<file path="config.mk">
export PLATFORM = sky130hd
export DESIGN_NAME = sync_trigger_recording_control
export DESIGN_NICKNAME = d
export VERILOG_FILES = /design/src/design/sync_trigger_recording_control.v
export VERILOG_INCLUDE_DIRS = /design/src /design/src/design
export SDC_FILE = /design/constraint.sdc
export NUM_CORES = 1
export LEC_CHECK = 0
export BUFFER_PORTS_ARGS = -buffer_cell sky130_fd_sc_hd__buf_2
export CAP_MARGIN = 5
export CORE_ASPECT_RATIO = 0.75
export CORE_MARGIN = 8
export CORE_UTILIZATION = 31
export CTS_BUF_LIST = sky130_fd_sc_hd__clkbuf_2
export CTS_CLUSTER_SIZE = 24
export DETAILED_ROUTE_END_ITERATION = 12
export HOLD_SLACK_MARGIN = 0.03
export SYNTH_ARGS = -nofsm -noshare
export SYNTH_HDL_FRONTEND = slang
export SYNTH_SLANG_ARGS = --single-unit
</file>
<file path="constraint.sdc">
create_clock -name mclk_in -period 2.4 [get_ports mclk_in]
set_input_delay 0.24 -clock mclk_in [delete_from_list [all_inputs] [get_ports mclk_in]]
set_output_delay 0.24 -clock mclk_in [all_outputs]
set_load 0.02 [all_outputs]
</file>
<file path="src/design/sync_trig_map.vh">
`ifndef SYNC_TRIG_MAP_VH
`define SYNC_TRIG_MAP_VH
// APB register byte offsets.
`define REG_CTRL       8'h00
`define REG_START_IN   8'h04
`define REG_STOP_IN    8'h08
`define REG_START_OUT  8'h0c
`define REG_STOP_OUT   8'h10
`define REG_STATUS     8'h14
// Control register fields.
`define CTRL_ARM       0
`define CTRL_SW_START  1
`define CTRL_SW_STOP   2
// Action config fields: enable, line, polarity, once, skip first, skip factor, width.
`define ACT_EN         0
`define ACT_LINE_LO    1
`define ACT_LINE_HI    2
`define ACT_POL        3
`define ACT_ONCE       4
`define ACT_FIRST_LO   8
`define ACT_FIRST_HI   15
`define ACT_FACT_LO    16
`define ACT_FACT_HI    23
`define ACT_WID_LO     24
`define ACT_WID_HI     30
// Status fields.
`define STAT_ARMED     0
`define STAT_REC       1
`define STAT_PEND_ST   2
`define STAT_PEND_SP   3
// Timing: pulse width unit of 1 ms at 4 ns per cycle.
`define MS_NS          1000000
`define CLK_NS         4
`define MS_CYCLES      (`MS_NS / `CLK_NS)
`define MAX_WIDTH_MS   7'd99
`define CFG_RESET      32'h0000_0000
`endif

</file>
<file path="src/design/sync_trigger_recording_control.v">
// Functional notes
// (RULE1) Each input action detects rising or falling edges by its polarity bit.
// (RULE2) Accepted start takes effect at the next frame boundary strobe.
// (RULE3) Accepted stop ends recording when the current frame completes.
// (RULE4) Pulses on a line are alike; per-action counting picks the action.
// (RULE5) Start with skip factor 1, no skip first acts on pulses 1,3,5.
// (RULE6) Stop with skip first 1, skip factor 1 acts on pulses 2,4,6.
// (RULE7) Once armed, wait for a qualifying external start trigger.
// (RULE8) Output actions emit one pulse per commanded start or stop; the code emits none once the matching input action's single-shot flag is set.
// (RULE9) The far system must act on the output pulse as intended.
// (RULE10) Skip a configurable number of initial occurrences per action.
// (RULE11) After an effective trigger, skip a configurable number of occurrences.
// (RULE12) Single-shot actions act on the first qualifying event only.
// (RULE13) Output width up to 99 ms; zero holds the output asserted.
// (RULE14) Arming or config writes reset skip counters and single-shot flags.
// (RULE15) Trigger inputs pass a two-stage synchroniser before edge detection.
//
// Register access over APB and the placing of the registers are this design's own decisions.
`timescale 1ns/1ns
`include "sync_trig_map.vh"
`default_nettype none
module sync_trigger_recording_control #(
	parameter        LINES     = 4,
	parameter [31:0] MS_CYC    = `MS_CYCLES
) (
	input  wire              mclk_in,
	input  wire              rst_n_in,
	input  wire              psel_in,
	input  wire              penable_in,
	input  wire              pwrite_in,
	input  wire [7:0]        paddr_in,
	input  wire [31:0]       pwdata_in,
	output reg  [31:0]       prdata_out,
	output reg               pready_out,
	output reg               pslverr_out,
	input  wire              frame_in,
	input  wire [LINES-1:0]  trig_in,
	output reg  [LINES-1:0]  trig_out,
	output reg               recording_out,
	output reg               armed_out
);
	reg  [31:0]      ctrl_ff;
	reg  [31:0]      cfg_ff [0:3];
	reg  [LINES-1:0] sync1_ff;
	reg  [LINES-1:0] sync2_ff;
	reg  [LINES-1:0] prev_ff;
	reg  [7:0]       cnt_ff [0:1];
	reg              done_ff [0:1];
	reg              pend_start_ff;
	reg              pend_stop_ff;
	reg  [6:0]       ms_left_ff [0:1];
	reg  [31:0]      tick_ff [0:1];
	reg  [1:0]       hold_ff;
	reg              armed_prev_ff;
	wire             wr_acc;
	wire             rd_acc;
	wire             cfg_wr;
	wire [1:0]       hit;
	wire             out_start;
	wire             out_stop;
	wire             mapped;
	wire [5:0]       sel;
	wire             restart;
	wire             nxt_recording;
	reg              cfg_wr_ff;
	integer          k;
	integer          j;

	localparam [6:0] MAX_WIDTH = `MAX_WIDTH_MS;

	// Register decode: one-hot select, zero for unmapped or unaligned offsets.
	function [5:0] reg_sel;
		input [7:0] addr;
		begin
			reg_sel = 6'h00;
			if (addr[1:0] == 2'b00) begin
				case (addr)
					`REG_CTRL:      reg_sel = 6'h01;
					`REG_START_IN:  reg_sel = 6'h02;
					`REG_STOP_IN:   reg_sel = 6'h04;
					`REG_START_OUT: reg_sel = 6'h08;
					`REG_STOP_OUT:  reg_sel = 6'h10;
					`REG_STATUS:    reg_sel = 6'h20;
					default:        reg_sel = 6'h00;
				endcase
			end
		end
	endfunction

	// Pulse width in whole milliseconds, limited to the longest legal pulse.
	function [6:0] clamp_width;
		input [31:0] cfg;
		begin
			if (cfg[`ACT_WID_HI:`ACT_WID_LO] > MAX_WIDTH) begin
				clamp_width = MAX_WIDTH;
			end else begin
				clamp_width = cfg[`ACT_WID_HI:`ACT_WID_LO];
			end
		end
	endfunction

	// Level of one output line from the two pulse generators.
	function line_level;
		input [1:0]  idx;
		input [1:0]  hold;
		input [31:0] cfg_a;
		input [31:0] cfg_b;
		begin
			line_level = (hold[0] && cfg_a[`ACT_LINE_HI:`ACT_LINE_LO] == idx && !cfg_a[`ACT_POL])
				|| (hold[1] && cfg_b[`ACT_LINE_HI:`ACT_LINE_LO] == idx && !cfg_b[`ACT_POL]);
		end
	endfunction

	assign wr_acc = psel_in & penable_in & pwrite_in;
	assign rd_acc = psel_in & ~penable_in & ~pwrite_in;
	assign sel    = reg_sel(paddr_in);
	assign mapped = |sel;
	assign cfg_wr = wr_acc & (|sel[4:1]);
	assign restart = cfg_wr_ff | (ctrl_ff[`CTRL_ARM] & ~armed_prev_ff);
	assign nxt_recording = frame_in ? ((recording_out | pend_start_ff) & ~pend_stop_ff)
		: recording_out;

	// Edge test of the selected line with a chosen polarity.
	function edge_hit;
		input [LINES-1:0] cur;
		input [LINES-1:0] prv;
		input [31:0]      cfg;
		reg   [1:0]       ln;
		begin
			ln = cfg[`ACT_LINE_HI:`ACT_LINE_LO];
			edge_hit = cfg[`ACT_EN] & (cfg[`ACT_POL] ? (~cur[ln] & prv[ln])
				: (cur[ln] & ~prv[ln]));
		end
	endfunction

	// APB slave: zero-wait, always ready in the access phase.
	always @(posedge mclk_in or negedge rst_n_in) begin
		if (!rst_n_in) begin
			ctrl_ff     <= `CFG_RESET;
			prdata_out  <= 32'h0000_0000;
			pready_out  <= 1'b0;
			pslverr_out <= 1'b0;
			cfg_wr_ff   <= 1'b0;
			for (k = 0; k < 4; k = k + 1) begin
				cfg_ff[k] <= `CFG_RESET;
			end
		end else begin
			pready_out  <= psel_in & ~penable_in;
			pslverr_out <= psel_in & ~penable_in & ~mapped;
			ctrl_ff[`CTRL_SW_START] <= 1'b0;
			ctrl_ff[`CTRL_SW_STOP]  <= 1'b0;
			cfg_wr_ff               <= cfg_wr;
			if (wr_acc && pready_out && mapped) begin
				case (paddr_in)
					`REG_CTRL: ctrl_ff <= {29'h0, pwdata_in[2:0]};
					`REG_START_IN: cfg_ff[0] <= pwdata_in;
					`REG_STOP_IN: cfg_ff[1] <= pwdata_in;
					`REG_START_OUT: cfg_ff[2] <= pwdata_in;
					`REG_STOP_OUT: cfg_ff[3] <= pwdata_in;
					default: ctrl_ff[`CTRL_ARM] <= ctrl_ff[`CTRL_ARM];
				endcase
			end
			if (rd_acc) begin
				case (paddr_in)
					`REG_CTRL: prdata_out <= {31'h0, ctrl_ff[`CTRL_ARM]};
					`REG_START_IN: prdata_out <= cfg_ff[0];
					`REG_STOP_IN: prdata_out <= cfg_ff[1];
					`REG_START_OUT: prdata_out <= cfg_ff[2];
					`REG_STOP_OUT: prdata_out <= cfg_ff[3];
					`REG_STATUS: prdata_out <= {28'h0, pend_stop_ff, pend_start_ff,
						recording_out, armed_out};
					default: prdata_out <= 32'h0000_0000;
				endcase
			end
		end
	end

	// (RULE15) Two-stage synchroniser.
	always @(posedge mclk_in or negedge rst_n_in) begin
		if (!rst_n_in) begin
			sync1_ff <= {LINES{1'b0}};
			sync2_ff <= {LINES{1'b0}};
			prev_ff  <= {LINES{1'b0}};
		end else begin
			sync1_ff <= trig_in;
			sync2_ff <= sync1_ff;
			prev_ff  <= sync2_ff;
		end
	end

	// (RULE1) Polarity-selected edge detection.
	assign hit[0] = edge_hit(sync2_ff, prev_ff, cfg_ff[0]);
	assign hit[1] = edge_hit(sync2_ff, prev_ff, cfg_ff[1]);

	// Per-action pulse counting, one instance per input action.
	genvar g;
	generate
		for (g = 0; g < 2; g = g + 1) begin : g_count
			wire act;
			// (RULE4) Count every pulse independently.
			assign act = hit[g] & ~done_ff[g] & (cnt_ff[g] == 8'h00);
			always @(posedge mclk_in or negedge rst_n_in) begin
				if (!rst_n_in) begin
					cnt_ff[g]   <= 8'h00;
					done_ff[g]  <= 1'b0;
				end else if (restart) begin
					// (RULE14) Restart counting.
					cnt_ff[g]   <= cfg_ff[g][`ACT_FIRST_HI:`ACT_FIRST_LO];
					done_ff[g]  <= 1'b0;
				end else if (hit[g] && !done_ff[g]) begin
					if (cnt_ff[g] != 8'h00) begin
						// (RULE10) Skip first occurrences.
						cnt_ff[g] <= cnt_ff[g] - 8'h01;
					end else begin
						// (RULE11) Reload interval skip count.
						cnt_ff[g]   <= cfg_ff[g][`ACT_FACT_HI:`ACT_FACT_LO];
						// (RULE12) Single shot latches done.
						done_ff[g]  <= cfg_ff[g][`ACT_ONCE];
					end
				end
			end
		end
	endgenerate

	// Recording state with frame alignment.
	always @(posedge mclk_in or negedge rst_n_in) begin
		if (!rst_n_in) begin
			armed_prev_ff <= 1'b0;
			armed_out     <= 1'b0;
			recording_out <= 1'b0;
			pend_start_ff <= 1'b0;
			pend_stop_ff  <= 1'b0;
		end else begin
			armed_prev_ff <= ctrl_ff[`CTRL_ARM];
			armed_out     <= ctrl_ff[`CTRL_ARM] & ~nxt_recording;
			// (RULE7) External start only while armed, software start even when disarmed; (RULE5) counting selects pulses.
			if (g_count[0].act && ctrl_ff[`CTRL_ARM] && !recording_out) begin
				pend_start_ff <= 1'b1;
			end else if (ctrl_ff[`CTRL_SW_START] && !recording_out) begin
				pend_start_ff <= 1'b1;
			end else if (frame_in) begin
				pend_start_ff <= 1'b0;
			end
			// (RULE6) Stop selection from its own counting.
			if ((g_count[1].act || ctrl_ff[`CTRL_SW_STOP]) && recording_out) begin
				pend_stop_ff <= 1'b1;
			end else if (frame_in) begin
				pend_stop_ff <= 1'b0;
			end
			if (frame_in) begin
				// (RULE2) Begin at frame boundary.
				if (pend_start_ff) begin
					recording_out <= 1'b1;
				end
				// (RULE3) End after the current frame.
				if (pend_stop_ff) begin
					recording_out <= 1'b0;
				end
			end
		end
	end

	// (RULE8) Output pulse on commanded start or stop, blocked while the matching input action's single-shot done flag is set.
	assign out_start = frame_in & pend_start_ff & ~pend_stop_ff;
	assign out_stop  = frame_in & pend_stop_ff;

	generate
		for (g = 0; g < 2; g = g + 1) begin : g_out
			wire fire;
			assign fire = (g == 0) ? out_start : out_stop;
			always @(posedge mclk_in or negedge rst_n_in) begin
				if (!rst_n_in) begin
					hold_ff[g]    <= 1'b0;
					ms_left_ff[g] <= 7'h00;
					tick_ff[g]    <= 32'h0000_0000;
				end else if (fire && cfg_ff[g+2][`ACT_EN] && !done_ff[g]) begin
					hold_ff[g]    <= 1'b1;
					// (RULE13) Width clamped at 99 ms, zero holds.
					ms_left_ff[g] <= clamp_width(cfg_ff[g+2]);
					tick_ff[g]    <= MS_CYC - 32'h0000_0001;
				end else if (hold_ff[g] && ms_left_ff[g] != 7'h00) begin
					if (tick_ff[g] == 32'h0000_0000) begin
						tick_ff[g]    <= MS_CYC - 32'h0000_0001;
						ms_left_ff[g] <= ms_left_ff[g] - 7'h01;
						hold_ff[g]    <= (ms_left_ff[g] != 7'h01);
					end else begin
						tick_ff[g] <= tick_ff[g] - 32'h0000_0001;
					end
				end
			end
		end
	endgenerate

	// Drive the configured output line high during its pulse; with the polarity bit set the line stays low.
	always @(posedge mclk_in or negedge rst_n_in) begin
		if (!rst_n_in) begin
			trig_out <= {LINES{1'b0}};
		end else begin
			for (j = 0; j < LINES; j = j + 1) begin
				trig_out[j] <= line_level(j[1:0], hold_ff, cfg_ff[2], cfg_ff[3]);
			end
		end
	end
endmodule // sync_trigger_recording_control
`default_nettype wire

</file>
==> results.cfg <==
[hold_path]
min_path_type = in -> reg

[final_layout]
area_growth_pct = 24.1
final_nets = 1517
fin_area_um2 = 16700
drive_gt1_share_pct = 28.7
multi_input_area_um2 = 6100
most-common-layout-cells = dfrtp_1 (284), mux2_2 (105), clkbuf_2 (100)
fillCellCount = 4304
mostFrequentLayoutCell = dfrtp_1
regArea_um2 = 7130

[critical_path]
critPathSlowestCell = dlygate4sd3_1
arrival_ps = 3320
crit_path_max_incr_delay_ps = 620
critPathLaunch = paddr_in[0]
crit_top_cell = dlygate4sd3_1
crit_required_ps = 3280
worst-r2r-cell-count = 7
ff2ff_setup_slack_ps = 70
worstSetupEndpointType = flip-flop
path_class = in -> reg
timing.rr.end = ms_left_ff[1]$_DFFE_PN0P_
worstPathCellList = buf_2 > or4_1 > dlygate4sd3_1 > or3_4 > nor3b_4 > nand2_2 > buf_12 > mux2_1 > dlygate4sd3_1
critPathMaxFanout = 24
reg2reg_from = tick_ff[1]$_DFFE_PN0P_
crit_end = cfg_ff[116]$_DFFE_PN0P_
startpoint_type = primary input

[grt]
grt_max_degree = 68
gr-total-overflow = 0
antenna_found_initial = 2
grt_pass1_vias = 11185
grt_pass1_wl_um = 62800
grtUsageTotal_pct = 15.3

[die]
placementRows = 66
fp.dieW_um = 257
initial_core_util_pct = 31.3
ios = 90
coreArea_um2 = 43100
die-area_um2 = 50500
fp.dieH_um = 197

[route]
vias = 10960
wirelength_met1_um = 19700
viasPerCell = 5.28
routedWlPerCell_um = 18.7
drtIter0Drc = 747
totalWireLength_um = 38700
drc = 0
wl_met3_um = 2650
dr.pass1.iters = 5
highest-signal-layer = met5
ant_nets = 0
wl_met2_um = 15600

[pwr]
power.leakage_nw = 7.75
power_density_nw_per_um2 = 549
peakVddDrop_mv = 0.256

[clock_tree]
worst_skew_pair.late_latency_ps = 990
clk_pin_slew_worst_paths_ps = 120
clock_path_buffers = 3
cts_buffers = 73
cts_tree = yes
root_buffer = clkbuf_2
clock_sinks = 285
cts-htree-levels = 3

[synth]
ys_ff_latch = 285
avgSynthCellArea_um2 = 11.3
synth_nets = 1251
syn_inst = 1187
netlist_area_um2 = 13500
synth_warnings = 0
synth_enable_flop_cells = 0
synthArstFlopShare_pct = 100
ys_types = 69
yosysSeqAreaShare_pct = 52.9
ys_dominant_reg_cell = dfrtp_1

[job]
maxCapViolations = 0

[sta]
fin_skew_ps = 95.5
hold_viol = 0
setup_viol = 3
setup_ws_ps = -38.1
hold_slack_ps = 108
maxSlewHeadroom_pct = 60.4
clock.fmax_ghz = 0.410
tightest_slew_ps = 578
period_minus_slack_ps = 2440
drv_slew = 0
grt_setup_unrepaired = yes
final.period_utilization_pct = 102

[placed_design]
dp_hpwl_um = 26400
gp_congestion = 0.820
port_buffers = 89
postPlaceCellArea_um2 = 15100

[outcome]
violations = setup timing
status = finished with violations
==> worst min-delay path by stage <==
stage / start / endpoint / slack [ps] / depth (start not counted)
finish: paddr_in[5] / pslverr_out$_DFF_PN0_ / 110 / 5
global route: pwdata_in[26] / cfg_ff[122]$_DFFE_PN0P_ / 40 / 3
CTS: pwdata_in[4] / cfg_ff[100]$_DFFE_PN0P_ / 30 / 3
detailed placement: rst_n_in / pslverr_out$_DFF_PN0_ / 180 / 1
global placement: rst_n_in / pslverr_out$_DFF_PN0_ / 180 / 1
floorplan: rst_n_in / armed_out$_DFF_PN0_ / -60 / 0
==> report_power, final <==
part	leakage [nW]	internal, W	switching [W]
sequential	3.80	0.00485	0.0000601
clock	0.481	0.00135	0.00211
combinational	3.47	0.000366	0.000452
==> routing by layer <==
layer  vias up  track usage [%]
li1       5020                -
met1      5573             22.9
met2       291             20.7
met3        74             4.46
met4         2             5.10
met5         -                0
==> cell usage after synthesis, types with 5 or more instances <==
library cell | n | area (um^2)
dfrtp_1 | 285 | 7130
mux2_2 | 105 | 1180
nand2_1 | 84 | 315
o21ai_0 | 66 | 330
nor2_1 | 65 | 244
clkbuf_1 | 38 | 143
a21oi_1 | 37 | 185
a22o_1 | 33 | 289
a221oi_1 | 32 | 280
mux2_1 | 31 | 349
nor3_1 | 26 | 130
xnor2_1 | 26 | 228
inv_1 | 25 | 93.8
o211ai_1 | 24 | 180
or4_1 | 24 | 180
xor2_1 | 24 | 210
nor4_1 | 23 | 144
or3_1 | 23 | 144
nand3_1 | 15 | 75.1
o31ai_1 | 15 | 113
a31oi_1 | 14 | 87.6
ha_1 | 14 | 175
buf_2 | 13 | 65.1
buf_1 | 12 | 45.0
o2111ai_1 | 9 | 78.8
a2111oi_0 | 7 | 61.3
or2_2 | 7 | 43.8
nand4_1 | 6 | 37.5
nor2b_1 | 6 | 37.5
nor3b_1 | 6 | 45.0
o21a_1 | 6 | 45.0
a211oi_1 | 5 | 37.5
and2_1 | 5 | 31.3
nand2b_1 | 5 | 31.3
o41ai_1 | 5 | 43.8
==> flip-flops by register name, indices dropped and copies added (netlist names) <==
register,cells
cnt_ff,16
hold_ff,2
ms_left_ff,14
ctrl_ff,3
pready_out,1
pslverr_out,1
prev_ff,4
armed_out,1
prdata_out,32
tick_ff,64
pend_start_ff,1
sync1_ff,4
done_ff,2
pend_stop_ff,1
cfg_ff,128
sync2_ff,4
recording_out,1
cfg_wr_ff,1
trig_out,4
armed_prev_ff,1
==> critical path, delay by kind of cell <==
family,cells,cell delay [ps]
multiplexers,1,320
buffers and inverters,4,1450
AND/OR/NAND/NOR,4,1290
==> cells by family after synthesis <==
logic type / Yosys count / share of synthesized area, %
buffers and inverters: 88 / 2.57
adders and majority gates: 14 / 1.30
muxes: 144 / 12.3
AOI/OAI and AO/OA: 275 / 14.2
DFF: 285 / 52.9
xor gates and xnor gates: 50 / 3.25
and+or+nand+nor: 331 / 13.4
==> stage by stage <==
stage                     cells  TNS [ps]  utilization (%)  total power [W]  setup slack (ps)
after global placement     1871         0             35.1          0.00569              5.32
after global routing       2076     -26.8             38.8          0.00969             -24.6
after floorplan            1187     -17.1                -          0.00536             -17.1
after detailed placement   1871      -651             35.1          0.00570             -57.2
after CTS                  2073         0             38.6          0.00932              17.4
final                      2076     -99.3             38.8          0.00918             -38.1
==> repair_timing <==
item | 4_1_cts | 5_1_grt
resized for setup | 2 | 16
setup endpoints to repair | 19 | 36
pin swaps | 0 | 2
hold buffers | 83 | 0
setup buffers | 0 | 2
hold endpoints to repair | 478 | 0
==> final cells by class <==
| type | count | share of cell area, % |
|---|---|---|
| sequential | 285 | 42.7 |
| clock buffer | 100 | 2.99 |
| timing repair buffer | 254 | 12.0 |
| tap | 578 | 4.33 |
| multi-input combinational | 814 | 36.5 |
| antenna | 1 | 0.0150 |
| clock inverter | 19 | 0.891 |
| inverter | 25 | 0.561 |
Note: power is estimated with default switching activity, not from simulation.
